File: src/hdl/csx_pkg.sv
// Shared constants, states and carriers of the chip-select idle and assert-extension block.
// Assumes one 40 MHz bus clock and a synchronous active-low reset.
package csx_pkg;

	// ****************************************
	// Register map
	// ****************************************
	localparam logic [3:0] CSX_OFS_CTRL = 4'h0;
	localparam logic [3:0] CSX_OFS_STAT = 4'h4;
	localparam logic [15:0] CSX_CTRL_RESET = 16'h033F;
	localparam logic [15:0] CSX_CTRL_MASK = 16'h033F;
	localparam int CSX_EXT_LSB = 0;
	localparam int CSX_IDLE_P0_BIT = 4;
	localparam int CSX_IDLE_P1_BIT = 5;
	localparam int CSX_RTW_LSB = 8;
	localparam logic [1:0] CSX_RESP_OKAY = 2'h0;
	localparam logic [1:0] CSX_RESP_SLVERR = 2'h2;
	localparam logic [1:0] CSX_PAIR_ZERO = 2'h0;
	localparam logic [1:0] CSX_PAIR_ONE = 2'h1;

	// ****************************************
	// Sequencer states and carriers
	// ****************************************
	typedef enum logic [4:0] {
		CSX_IDLE = 5'b00001,
		CSX_PRE = 5'b00010,
		CSX_T1 = 5'b00100,
		CSX_T2 = 5'b01000,
		CSX_POST = 5'b10000
	} csx_state_t;

	typedef struct packed {
		logic [2:0] space;
		logic write;
		logic [3:0] strb;
	} csx_req_t;

	typedef struct packed {
		logic [7:0] cs_n;
		logic rd_n;
		logic [3:0] wr_n;
	} csx_pins_t;

	typedef struct packed {
		logic busy;
		logic seen;
		logic last_write;
		logic [2:0] last_space;
		logic [1:0] idle_cnt;
	} csx_stat_t;

endpackage

File: src/hdl/csx_cs_ctrl.sv
// Top of the chip-select shaping block: idle insertion and assert extension.
// Assumes a requester on aclk that holds req_valid until req_ack, and an AXI4-Lite master.
// Pins are registered; req_ack shows in the first cycle of the access it starts.
// Function
// Pair one/five: control bit set inserts one negated cycle between consecutive accesses.
// Pair zero/four: control bit set inserts one negated cycle between consecutive accesses.
// Write after read gets the larger of read-to-write field and consecutive idle.
// Extension bit set adds one chip-select cycle before and after the bus cycle.
// Extension bit clear adds no cycles around the bus cycle.
// Pair three/seven extension is bit 3, reset value 1.
// Pair two/six extension is bit 2, reset value 1.
// Pair one/five extension is bit 1, reset value 1.
// Pair zero/four extension is bit 0, reset value 1.
// Read-to-write field 00..11 gives zero to three idle cycles after pair zero/four.
// All control bits are read/write and apply from the next bus cycle.
//
// Local design decisions: the AXI4-Lite register port and the address map.
`timescale 1ns/1ps
module csx_cs_ctrl
(
	input wire logic aclk,
	input wire logic aresetn,
	input wire logic [3:0] s_axil_awaddr,
	input wire logic s_axil_awvalid,
	output logic s_axil_awready,
	input wire logic [31:0] s_axil_wdata,
	input wire logic [3:0] s_axil_wstrb,
	input wire logic s_axil_wvalid,
	output logic s_axil_wready,
	output logic [1:0] s_axil_bresp,
	output logic s_axil_bvalid,
	input wire logic s_axil_bready,
	input wire logic [3:0] s_axil_araddr,
	input wire logic s_axil_arvalid,
	output logic s_axil_arready,
	output logic [31:0] s_axil_rdata,
	output logic [1:0] s_axil_rresp,
	output logic s_axil_rvalid,
	input wire logic s_axil_rready,
	input wire logic req_valid,
	input wire csx_pkg::csx_req_t req,
	output logic req_ack,
	output csx_pkg::csx_pins_t pins
);
	import csx_pkg::*;

	typedef struct packed {
		csx_state_t st;
		csx_req_t cur;
		logic seen;
		logic ext;
		logic [1:0] idle_cnt;
		logic ack;
		csx_pins_t pins;
	} csx_seq_t;

	// Reset leaves every select and strobe negated
	localparam csx_pins_t PINS_IDLE = '{
		cs_n: 8'hFF,
		rd_n: 1'b1,
		wr_n: 4'hF
	};
	localparam csx_seq_t SEQ_RESET = '{
		st: CSX_IDLE,
		cur: '0,
		seen: 1'b0,
		ext: 1'b0,
		idle_cnt: 2'h0,
		ack: 1'b0,
		pins: PINS_IDLE
	};

	logic [15:0] ctrl;
	csx_stat_t stat;
	csx_seq_t s;
	csx_seq_t next_s;
	logic [1:0] need;
	logic [1:0] pair_need;
	logic [1:0] rtw_need;
	logic req_ext;
	logic go_now;

	// ****************************************
	// Register slave
	// ****************************************
	csx_axil_regs u_regs
	(
		.aclk(aclk),
		.aresetn(aresetn),
		.awaddr(s_axil_awaddr),
		.awvalid(s_axil_awvalid),
		.awready(s_axil_awready),
		.wdata(s_axil_wdata),
		.wstrb(s_axil_wstrb),
		.wvalid(s_axil_wvalid),
		.wready(s_axil_wready),
		.bresp(s_axil_bresp),
		.bvalid(s_axil_bvalid),
		.bready(s_axil_bready),
		.araddr(s_axil_araddr),
		.arvalid(s_axil_arvalid),
		.arready(s_axil_arready),
		.rdata(s_axil_rdata),
		.rresp(s_axil_rresp),
		.rvalid(s_axil_rvalid),
		.rready(s_axil_rready),
		.stat(stat),
		.ctrl(ctrl)
	);

	assign stat = '{
		busy: !s.st[0],
		seen: s.seen,
		last_write: s.cur.write,
		last_space: s.cur.space,
		idle_cnt: s.idle_cnt
	};

	// ****************************************
	// Idle requirement against the previous access
	// ****************************************
	always_comb
	begin
		pair_need = 2'h0;
		rtw_need = 2'h0;
		// Same pair again: one negated cycle marks the end of the previous access
		if (s.seen && req.space[1:0] == s.cur.space[1:0])
		begin
			if (s.cur.space[1:0] == CSX_PAIR_ZERO && ctrl[CSX_IDLE_P0_BIT])
				pair_need = 2'h1;
			if (s.cur.space[1:0] == CSX_PAIR_ONE && ctrl[CSX_IDLE_P1_BIT])
				pair_need = 2'h1;
		end
		// Read of pair zero/four followed by a write or by another pair
		if (s.seen && !s.cur.write && s.cur.space[1:0] == CSX_PAIR_ZERO
			&& (req.write || req.space[1:0] != CSX_PAIR_ZERO))
			rtw_need = ctrl[CSX_RTW_LSB +: 2];
		// The larger demand wins; the two never add up
		if (rtw_need > pair_need)
			need = rtw_need;
		else
			need = pair_need;
		req_ext = ctrl[CSX_EXT_LSB + int'(req.space[1:0])];
	end

	// ****************************************
	// Bus cycle sequencer
	// ****************************************
	always_comb
	begin
		next_s = s;
		next_s.ack = 1'b0;
		go_now = 1'b0;
		unique case (s.st)
			CSX_IDLE:
			begin
				// This cycle itself is already one negated cycle
				go_now = req_valid && ({1'b0, need} <= {1'b0, s.idle_cnt} + 3'h1);
				// Saturates at three, the longest gap any setting asks for
				if (!go_now && s.idle_cnt != 2'h3)
					next_s.idle_cnt = s.idle_cnt + 2'h1;
			end
			CSX_PRE:
				next_s.st = CSX_T1;
			CSX_T1:
				next_s.st = CSX_T2;
			CSX_T2:
			begin
				if (s.ext)
					next_s.st = CSX_POST;
				else
				begin
					// Back to back only when no gap is owed; otherwise via IDLE
					go_now = req_valid && need == 2'h0;
				end
			end
			CSX_POST:
				go_now = req_valid && need == 2'h0;
		endcase
		if (s.st[3] && !s.ext || s.st[4])
		begin
			next_s.st = CSX_IDLE;
			next_s.idle_cnt = 2'h0;
		end
		if (go_now)
		begin
			// Settings are latched here, so a write lands on the next bus cycle
			next_s.cur = req;
			// Extension follows the pair of the new space, not the old one
			next_s.ext = req_ext;
			next_s.seen = 1'b1;
			next_s.ack = 1'b1;
			next_s.st = req_ext ? CSX_PRE : CSX_T1;
		end

		// ****************************************
		// Pin drive, registered from the next state
		// ****************************************
		next_s.pins = PINS_IDLE;
		if (!next_s.st[0])
			next_s.pins.cs_n = ~(8'h01 << next_s.cur.space);
		// Strobes only in T1/T2, so extension keeps them inside chip select
		if (next_s.st[2] || next_s.st[3])
		begin
			next_s.pins.rd_n = next_s.cur.write;
			next_s.pins.wr_n = next_s.cur.write ? ~next_s.cur.strb : 4'hF;
		end
	end

	always_ff @(posedge aclk)
	begin
		if (!aresetn)
			s <= SEQ_RESET;
		else
			s <= next_s;
	end

	// ****************************************
	// Outputs, straight from the state register
	// ****************************************
	assign req_ack = s.ack;
	assign pins = s.pins;

endmodule // csx_cs_ctrl

File: src/hdl/csx_axil_regs.sv
// AXI4-Lite slave holding the control word and reading back sequencer status.
// Assumes a master on aclk that keeps at most one write and one read open.
`timescale 1ns/1ps
module csx_axil_regs
(
	input wire logic aclk,
	input wire logic aresetn,
	input wire logic [3:0] awaddr,
	input wire logic awvalid,
	output logic awready,
	input wire logic [31:0] wdata,
	input wire logic [3:0] wstrb,
	input wire logic wvalid,
	output logic wready,
	output logic [1:0] bresp,
	output logic bvalid,
	input wire logic bready,
	input wire logic [3:0] araddr,
	input wire logic arvalid,
	output logic arready,
	output logic [31:0] rdata,
	output logic [1:0] rresp,
	output logic rvalid,
	input wire logic rready,
	input wire csx_pkg::csx_stat_t stat,
	output logic [15:0] ctrl
);
	import csx_pkg::*;

	typedef struct packed {
		logic aw_ok;
		logic [3:0] aw_addr;
		logic w_ok;
		logic [31:0] wd;
		logic [3:0] ws;
		logic awready;
		logic wready;
		logic bvalid;
		logic [1:0] bresp;
		logic arready;
		logic rvalid;
		logic [31:0] rdata;
		logic [1:0] rresp;
		logic [15:0] ctrl;
	} csx_axs_t;

	localparam csx_axs_t AXS_RESET = '{aw_ok: 1'b0, aw_addr: 4'h0, w_ok: 1'b0, wd: 32'h0,
		ws: 4'h0, awready: 1'b1, wready: 1'b1, bvalid: 1'b0, bresp: CSX_RESP_OKAY,
		arready: 1'b1, rvalid: 1'b0, rdata: 32'h0, rresp: CSX_RESP_OKAY,
		ctrl: CSX_CTRL_RESET};

	csx_axs_t s;
	csx_axs_t next_s;

	always_comb
	begin
		next_s = s;
		if (awvalid && s.awready)
		begin
			next_s.aw_ok = 1'b1;
			next_s.aw_addr = awaddr;
		end
		if (wvalid && s.wready)
		begin
			next_s.w_ok = 1'b1;
			next_s.wd = wdata;
			next_s.ws = wstrb;
		end
		// Response only once both halves are in
		if (s.aw_ok && s.w_ok && !s.bvalid)
		begin
			next_s.aw_ok = 1'b0;
			next_s.w_ok = 1'b0;
			next_s.bvalid = 1'b1;
			next_s.bresp = CSX_RESP_OKAY;
			if (s.aw_addr == CSX_OFS_CTRL)
			begin
				if (s.ws[0])
					next_s.ctrl[7:0] = s.wd[7:0] & CSX_CTRL_MASK[7:0];
				if (s.ws[1])
					next_s.ctrl[15:8] = s.wd[15:8] & CSX_CTRL_MASK[15:8];
			end
			else if (s.aw_addr != CSX_OFS_STAT)
				next_s.bresp = CSX_RESP_SLVERR;
		end
		else if (s.bvalid && bready)
			next_s.bvalid = 1'b0;
		next_s.awready = !next_s.aw_ok && !next_s.bvalid;
		next_s.wready = !next_s.w_ok && !next_s.bvalid;
		if (arvalid && s.arready)
		begin
			next_s.rvalid = 1'b1;
			next_s.rresp = CSX_RESP_OKAY;
			next_s.rdata = 32'h0;
			if (araddr == CSX_OFS_CTRL)
				next_s.rdata[15:0] = s.ctrl;
			else if (araddr == CSX_OFS_STAT)
				next_s.rdata[$bits(csx_stat_t)-1:0] = stat;
			else
				next_s.rresp = CSX_RESP_SLVERR;
		end
		else if (s.rvalid && rready)
			next_s.rvalid = 1'b0;
		next_s.arready = !next_s.rvalid;
	end

	always_ff @(posedge aclk)
	begin
		if (!aresetn)
			s <= AXS_RESET;
		else
			s <= next_s;
	end

	assign awready = s.awready;
	assign wready = s.wready;
	assign bvalid = s.bvalid;
	assign bresp = s.bresp;
	assign arready = s.arready;
	assign rvalid = s.rvalid;
	assign rdata = s.rdata;
	assign rresp = s.rresp;
	assign ctrl = s.ctrl;

endmodule // csx_axil_regs

File: config.mk
export PLATFORM = sky130hd
export DESIGN_NAME = csx_cs_ctrl
export DESIGN_NICKNAME = d
export VERILOG_FILES = /design/src/hdl/csx_pkg.sv /design/src/hdl/csx_cs_ctrl.sv /design/src/hdl/csx_axil_regs.sv
export SDC_FILE = /design/constraint.sdc
export NUM_CORES = 1
export LEC_CHECK = 0
export BUFFER_PORTS_ARGS = -buffer_cell sky130_fd_sc_hd__buf_2
export CAP_MARGIN = 40
export CORE_AREA = 2 2 103 154
export DETAILED_ROUTE_END_ITERATION = 8
export DIE_AREA = 0 0 105 156
export HOLD_SLACK_MARGIN = 0.12
export MAX_ROUTING_LAYER = met4
export SLEW_MARGIN = 20
export SYNTH_ARGS = -nofsm -noshare
export SYNTH_HDL_FRONTEND = slang
export SYNTH_HIERARCHICAL = 1
export SYNTH_SLANG_ARGS = --single-unit
File: constraint.sdc
create_clock -name aclk -period 5.27 [get_ports aclk]
set_input_delay 0.7905 -clock aclk [delete_from_list [all_inputs] [get_ports aclk]]
set_output_delay 0.7905 -clock aclk [all_outputs]
set_load 0.1 [all_outputs]
==> results of run 1 <==
## state kept, by name, summed over array words and instances (netlist names), 8 cells and up
signal,count
u_regs/s,16
s,17
u_regs/rdata,10
pins,13
u_regs/ctrl,8
## per-layer routing
metal / wire, um / part of all wire, % / track usage (%)
met4: 152 / 2.0 / 4.83
met2: 3940 / 53 / 17.1
met1: 3060 / 41 / 9.77
met5: 0 / 0 / -
met3: 320 / 4.3 / 2.51
## power groups by stage
stage / logic [W] / registers (W) / clock network (W)
finish: 0.000682 / 0.000682 / 0.000601
global route: 0.000740 / 0.000696 / 0.000647
CTS: 0.000692 / 0.000682 / 0.000621
detailed placement: 0.000691 / 0.000694 / 0
global placement: 0.000673 / 0.000692 / 0
floorplan: 0.000622 / 0.000712 / 0
## critical path, stage by stage
cell,delay [ps]
buf_2,220
nor3_1,80
nor4_1,360
nand2_1,150
ha_1,300
nor2_1,70
a2111oi_4,350
a2bb2oi_1,110
ha_1,280
a21oi_1,120
o21ai_0,120
or3b_1,470
nand2_8,210
o311a_4,470
o21ai_2,70
## stage by stage
stage	util, %	power, W	setup WS [ps]	std cells	instance area, sq um
CTS	26.8	0.00199	1360	627	4020
floorplan	-	0.00133	1630	423	3700
global placement	24.8	0.00137	1090	610	3720
global route	26.8	0.00208	1030	627	4020
detailed placement	24.8	0.00138	1030	611	3720
finish	26.8	0.00197	1350	627	4020
## layout make-up
class / count / area share [%]
multi-input cells: 259 / 40.9
flip-flops and latches: 72 / 35.9
repair buffers: 66 / 8.28
well taps: 199 / 6.20
clock buffers: 9 / 5.61
clock inverters: 7 / 1.78
inverters: 15 / 1.40
## worst min path at each step
stage	endpoint	cells after the start
6_report	s[20]	2
5_1_grt	u_regs/s[65]	2
4_1_cts	u_regs/s[96]	2
3_5_place_dp	u_regs/s[96]	2
3_3_place_gp	s[20]	2
2_1_floorplan	u_regs/s[96]	2
## cell usage in the layout, fill, tap and decap left out, drive strengths merged, types with 2 or more instances in the layout
cell and n:
inv 16, nand4 8, nor4 2, buf 66, nand3 19, nand2b 5, dfxtp 72, a21boi 21
o211a 3, nor3 6, and3 9, mux2i 9, a211oi 8, a32oi 6, ha 4, a21oi 2
clkbuf 9, nand2 47, o21ai 12, nor2b 10, a31oi 2, nor2 23, conb 24, or3b 2
clkinv 5, o21a 4, a21o 2, o211ai 9, and2 6
==> impl_results.md, run 1 <==
* Net load switching power at 0.000787 W
* Number of clock sinks at 72
* Last weighted congestion value of the routability-driven placer at 0.788
* Destination of the worst register-to-register timing path: pins[3]
* Hold Path Class: reg2reg
* Initial standard-cell utilization of the core at 24.1%
* Final-layout fill cell count at 1677
* Post-CTS Setup Repair Bufs at 0
* Arrival time reported for the critical path endpoint at 4190 ps
* Via count at 2662
* Sequential share of power at 34.7%
* CTS tree: done
* Post-Route Setup TNS at 0 ps
* Kind of start point of the critical path: input pin
* Crit Reg-Reg Startpoint: s[24]
* Worst setup path start: req[6]
* 1st-iter DRT viols at 76
* Pin slew with the least headroom to its limit at 648 ps
* Core region area at 0.0150 sq mm
* Post-route DRC violation count at 0
* Antenna diode instance count at 0
* Clock input transition at the sequential cells of the worst setup and hold paths at 60 ps
* Switching fraction of total power at 40.1%
* Count of port buffers added during placement at 64
* NumNets Final at 487
* Result of the run: complete, no violations
* Aggregate global routing overflow at 0
* Number of hold buffers added after cts at 0
* Data required, critical path at 5540 ps
* Proportion of power drawn by the clock network at 30.6%
* Clock root buffer: clkbuf_16
* Syn Std Cell Area at 0.00362 sq mm
* CTS H-Tree Depth at 3
* Overall die width at 105 um
* Overall die area at 0.0164 sq mm
* Detailed-router iteration count before antenna repair at 4
* Multi-input combinational cell area at 0.00164 sq mm
* Post-synthesis area per instance at 9.05 sq um
* Maximum buffer depth of the clock tree at 2
* Number of global-route vias before repair at 2532
* Sequential cell area at 0.00144 sq mm
* Worst supply voltage drop on vdd at 0.239 mV
* Class of the most critical setup path: in2reg
* Maximum number of pins on one net before global-route repair at 40
* Layout cell share with drive strength beyond 1 at 23.6%
* WHS at 464 ps
* Critical path endpoint category: register
* Post-DRT Antenna Nets at 0
* Number of maximum-capacitance violations at 0
* HP Start: s[20]
* Worst setup path end: pins[3]
* Final setup violating endpoints at 0
* Post-CTS Resized at 0
* Leakage component of the power at 1.71 nW
* Max Transition Viols Final at 0
* Critical path peak fanout at 25
* P_int at 0.00118 W
* Worst slew slack as a fraction of its limit at 56.5%
* Layout Skew at 3.77 ps
* Latest clock arrival within the worst-skew pair at 330 ps
* Number of core rows at 55
* Vertical die dimension at 156 um
* Cell Pwr Density at 489 mW/mm^2
* Boundary pin count at 115
* Total of warnings raised by yosys at 6
* Setup slack on the worst flop-to-flop path at 1460 ps
* All-layer global routing usage at 9.63%
* Average detailed-routed wire length per instance at 11.9 um
* Number of standard cells after synthesis at 400
* Number of endpoints with negative hold slack in the final report at 0
* Min Clock Period, post-route at 3920 ps
* Via count normalized by instance count at 4.25
* Post-DP HPWL at 5.84 mm
* Layout overhead on the synthesized area at 11.0%
* Maximum clock frequency at 255 MHz
* Setup repair after global routing missed its margin: no
* First-pass GRT wire length at 12.1 mm
* Period utilization at 74.4%
* TritonCTS buffer count at 9
* Wire length reported by the detailed router at 7.47 mm
* Logic pwr share at 34.7%
* Number of antenna violations at the first check in global routing at 0
* Worst R2R Path Depth at 14
Power figures use the tool's default switching activity.
==> run 2, diff against run 1 <==
Clock period 5.27 ns to 3.9 ns, I/O delays scaled along.
==> impl_results.md, run 2 (synthesized netlist as in run 1, its figures left out) <==
* Maximum buffer depth of the clock tree at 2
* Kind of start point of the critical path: register
* DP Cell Count at 617
* Average detailed-routed wire length per instance at 12.1 um
* Hold Path Class: reg2reg
* Overall die width at 105 um
* Antenna diode instance count at 0
* Overall die area at 0.0164 sq mm
* All-layer global routing usage at 9.75%
* Flip-flop count of the largest register after layout at 17
* Number of clock sinks at 72
* Min-Delay Endpoint: u_regs/s[70]
* Number of antenna violations at the first check in global routing at 0
* Period utilization at 90.7%
* Detailed-router iteration count before antenna repair at 4
* Final-layout fill cell count at 1664
* Post-DP HPWL at 5.98 mm
* Via count normalized by instance count at 4.22
* Final setup violating endpoints at 0
* CTS tree: done
* Class of the most critical setup path: reg2reg
* First-pass GRT wire length at 12.3 mm
* Last weighted congestion value of the routability-driven placer at 0.847
* Core region area at 0.0150 sq mm
* Initial standard-cell utilization of the core at 24.1%
* Number of global-route vias before repair at 2571
* Post-DRT Antenna Nets at 0
* Clock input transition at the sequential cells of the worst setup and hold paths at 60 ps
* Layout Skew at 9.34 ps
* Worst R2R Path Depth at 14
* Most common cell after layout, fill and taps aside: dfxtp_1
* Destination of the worst register-to-register timing path: pins[8]
* Cells traversed along the worst timing path: nand2b_1 > nor4_2 > nand2_1 > ha_1 > nor2_2 > a2111oi_4 > a2bb2oi_1 > ha_1 > a21oi_1 > o21ai_0 > or3b_1 > nand2_8 > and2_1 > a32oi_1
* Via count at 2670
* Maximum number of pins on one net before global-route repair at 31
* Pin slew with the least headroom to its limit at 670 ps
* Post-CTS Setup Repair Bufs at 0
* Layout cell share with drive strength beyond 1 at 25.1%
* NumNets Final at 493
* Leakage component of the power at 1.75 nW
* TritonCTS buffer count at 9
* Latest clock arrival within the worst-skew pair at 330 ps
* Number of hold buffers added after cts at 0
* Layout overhead on the synthesized area at 12.8%
* Worst slew slack as a fraction of its limit at 55.0%
* Crit Reg-Reg Startpoint: s[24]
* Max Transition Viols Final at 0
* Wire length reported by the detailed router at 7.63 mm
* Arrival time reported for the critical path endpoint at 3730 ps
* Min Clock Period, post-route at 3540 ps
* CTS H-Tree Depth at 3
* Setup slack on the worst flop-to-flop path at 360 ps
* Count of port buffers added during placement at 64
* Register name with the most flops: s
* Setup repair after global routing missed its margin: no
* Most numerous cell on the critical path: ha_1
* Data required, critical path at 4090 ps
* Number of endpoints with negative hold slack in the final report at 0
* Result of the run: complete, no violations
* Maximum clock frequency at 283 MHz
* Boundary pin count at 115
* Worst supply voltage drop on vdd at 0.363 mV
* Post-Route Setup TNS at 0 ps
* Most used cells in the layout excluding fill and tap cells: dfxtp_1, buf_2, nand2_1, conb_1, nor2_1
* 1st-iter DRT viols at 71
* Post-route DRC violation count at 0
* HP Start: u_regs/s[70]
* Cell Pwr Density at 669 mW/mm^2
* Peak per-stage delay on the critical path at 520 ps
* Final Non-Filler Cells at 633
* Aggregate global routing overflow at 0
* Critical path peak fanout at 22
* Number of maximum-capacitance violations at 0
* Post-CTS Resized at 0
* Critical path endpoint category: register
* Worst Path Buf+Inv at 0
* Clock root buffer: clkbuf_16
* Vertical die dimension at 156 um
* Hold path depth at 2
* Number of core rows at 55
* Worst setup path start: s[24]
* Library cell contributing the largest single delay on the critical path: or3b_1
* Worst path top cell family by delay: simple AND/OR/NAND/NOR gates
[run 2: final cells by class]
cell class                 instances  area, sq um  share of cell area (%)
clock buffer                      10          239                    5.86
clock inverter                     6         66.3                    1.63
inverter                          15         56.3                    1.38
multi-input combinational        259         1650                    40.4
sequential                        72         1440                    35.3
tap                              199          249                    6.10
timing repair buffer              72          378                    9.26
[run 2: metal layers]
metal | vias up | GRT usage [%] | part of all wire [%]
met2 | 74 | 17.2 | 53
met1 | 1227 | 10.2 | 40
met3 | 10 | 2.34 | 4.4
met5 | - | - | 0
met4 | 0 | 4.57 | 2.0
li1 | 1359 | - | -
[run 2: worst max-delay path by stage]
stage               to  slack (ps)  cells after the start
5_1_grt        pins[6]          50                     14
4_1_cts        pins[8]         240                     14
6_report       pins[8]         360                     14
3_5_place_dp   pins[8]          50                     14
3_3_place_gp   pins[8]         100                     14
2_1_floorplan  pins[1]         460                     17
[run 2: where the power goes]
part / leakage, nW / internal, W / switching (W)
registers: 0.589 / 0.000836 / 0.0000826
clock network: 0.153 / 0.000514 / 0.000317
logic: 1.00 / 0.000295 / 0.000685
total: 1.75 / 0.00165 / 0.00108
[run 2: per-stage QoR]
step	hold slack [ps]	power (W)	setup slack, ps	utilization [%]	instance area, sq um
final	464	0.00273	361	27.2	4080
after global routing	492	0.00289	46.9	27.2	4080
after CTS	467	0.00275	236	27.1	4070
after detailed placement	459	0.00191	49.2	25.1	3770
after global placement	451	0.00188	102	25.1	3760
after floorplan	439	0.00180	463	-	3700
[run 2: tightest hold or removal path, delay by kind of cell (launching register included)]
| kind | cells | cell delay [ps] |
|---|---|---|
| compound gates | 1 | 60 |
| simple gates | 1 | 50 |
| flops | 1 | 310 |
==> run 3, diff against run 2 <==
==> constraint.sdc (replaced) <==
create_clock -name aclk -period 4.53 [get_ports aclk]
set_input_delay 0.2265 -clock aclk [delete_from_list [all_inputs] [get_ports aclk]]
set_output_delay 0.2265 -clock aclk [all_outputs]
set_load 0.1 [all_outputs]
==> impl_results.md, run 3 (synthesized netlist as in run 1, its figures left out) <==
* Result of the run: complete, no violations
* Initial standard-cell utilization of the core at 24.1%
* Detailed-router iteration count before antenna repair at 4
* Maximum buffer depth of the clock tree at 2
* Post-DRT Antenna Nets at 0
* 1st-iter DRT viols at 94
* Max Transition Viols Final at 0
* Number of hold buffers added after cts at 0
* Clock input transition at the sequential cells of the worst setup and hold paths at 60 ps
* Clock root buffer: clkbuf_16
* Number of antenna violations at the first check in global routing at 0
* Layout cell share with drive strength beyond 1 at 23.2%
* Latest clock arrival within the worst-skew pair at 330 ps
* Via count normalized by instance count at 4.30
* Maximum number of pins on one net before global-route repair at 44
* Critical path endpoint category: register
* Maximum clock frequency at 264 MHz
* Number of maximum-capacitance violations at 0
* Kind of start point of the critical path: register
* Proportion of power drawn by the clock network at 29.1%
* Overall die width at 105 um
* Boundary pin count at 115
* Average detailed-routed wire length per instance at 12.1 um
* Sequential share of power at 35.4%
* Number of endpoints with negative hold slack in the final report at 0
* Pin slew with the least headroom to its limit at 765 ps
* Final setup violating endpoints at 0
* Count of port buffers added during placement at 64
* Number of core rows at 55
* Switching fraction of total power at 40.8%
* Register name with the most flops: s
* Number of global-route vias before repair at 2559
* Wire length reported by the detailed router at 7.58 mm
* Post-CTS Resized at 0
* Net load switching power at 0.000916 W
* Flip-flop count of the largest register after layout at 17
* Hold Path Class: in2reg
* Core region area at 0.0150 sq mm
* Setup repair after global routing missed its margin: no
* Antenna diode instance count at 0
* Vertical die dimension at 156 um
* First-pass GRT wire length at 12.2 mm
* Final-layout fill cell count at 1671
* Aggregate global routing overflow at 0
* P_int at 0.00133 W
* Last weighted congestion value of the routability-driven placer at 0.786
* Min Clock Period, post-route at 3790 ps
* Arrival time reported for the critical path endpoint at 4070 ps
* Layout overhead on the synthesized area at 10.4%
* WHS at 148 ps
* Worst supply voltage drop on vdd at 0.225 mV
* Class of the most critical setup path: reg2reg
* Sequential cell area at 0.00144 sq mm
* Most common cell after layout, fill and taps aside: dfxtp_1
* Number of clock sinks at 72
* Post-route DRC violation count at 0
* Period utilization at 83.7%
* Cell Pwr Density at 562 mW/mm^2
* CTS tree: done
* Data required, critical path at 4810 ps
* Via count at 2692
* TritonCTS buffer count at 9
* Overall die area at 0.0164 sq mm
* Layout Skew at 6.36 ps
* Logic pwr share at 35.6%
* Post-CTS Setup Repair Bufs at 0
* Leakage component of the power at 1.70 nW
* Critical path peak fanout at 25
* Post-Route Setup TNS at 0 ps
* NumNets Final at 487
* All-layer global routing usage at 9.66%
* CTS H-Tree Depth at 3
* Worst slew slack as a fraction of its limit at 49.0%
* Post-DP HPWL at 5.89 mm
* Multi-input combinational cell area at 0.00164 sq mm
* Most used cells in the layout excluding fill and tap cells: dfxtp_1, buf_2, nand2_1, conb_1, nor2_1
-- run 3: changes by cell type in the layout (fill, tap and decap cells not counted), sizes merged --
cell | previous run | this run
clkinv | 4 | 2
clkbuf | 10 | 11
clkinvlp | 0 | 1
bufinv | 1 | 0
buf | 72 | 66
-- run 3: power by group through the flow --
| stage | clock (W) | sequential [W] | combinational [W] |
|---|---|---|---|
| after floorplan | 0 | 0.000829 | 0.000723 |
| after global placement | 0 | 0.000805 | 0.000784 |
| after detailed placement | 0 | 0.000808 | 0.000803 |
| after CTS | 0.000673 | 0.000794 | 0.000806 |
| after global routing | 0.000696 | 0.000809 | 0.000871 |
| final | 0.000652 | 0.000794 | 0.000798 |
-- run 3: path summary, 6_finish.rpt --
kind                                      start      endpoint  slack, ps  cells past startpoint
worst max-delay path                      s[24]       pins[4]        740                     14
worst max register to register            s[24]       pins[4]        740                     14
worst min-delay path            s_axil_wdata[4]  u_regs/s[65]        150                      3
worst min register to register     u_regs/s[69]  u_regs/s[69]        470                      2
-- run 3: layout make-up --
type	count	share of cell area [%]
inverter	15	1.41
timing repair buffer	66	8.33
clock inverter	4	0.752
multi-input combinational	259	41.1
sequential	72	36.1
clock buffer	11	6.08
tap	199	6.23
-- run 3: critical path, cell delays in order, from the launching register on --
cell and delay [ps]:
dfxtp_1 340, nand2b_1 220, nor4_1 440, nand2_1 140
ha_1 300, nor2_1 80, a2111oi_4 350, a2bb2oi_1 130
ha_1 280, a21oi_1 120, o21ai_0 110, or3b_1 460
nand2_8 210, o311a_4 470, nand2_2 70
-- run 3: stage by stage --
step / utilization [%] / cells / worst slack [ps] / instance area (sq um) / total power [W]
6_report: 26.6 / 626 / 737 / 3990 / 0.00224
5_1_grt: 26.6 / 626 / 422 / 3990 / 0.00238
4_1_cts: 26.6 / 626 / 721 / 3990 / 0.00227
3_5_place_dp: 24.8 / 611 / 752 / 3720 / 0.00161
3_3_place_gp: 24.8 / 610 / 816 / 3720 / 0.00159
2_1_floorplan: - / 423 / 1340 / 3700 / 0.00155
-- run 3: routing by layer --
metal	track usage (%)	share of wire, %	vias to the layer above
li1	-	-	1352
met1	9.80	40	1252
met2	17.0	53	72
met3	2.76	4.8	16
met4	4.70	2.1	0
met5	-	0	-
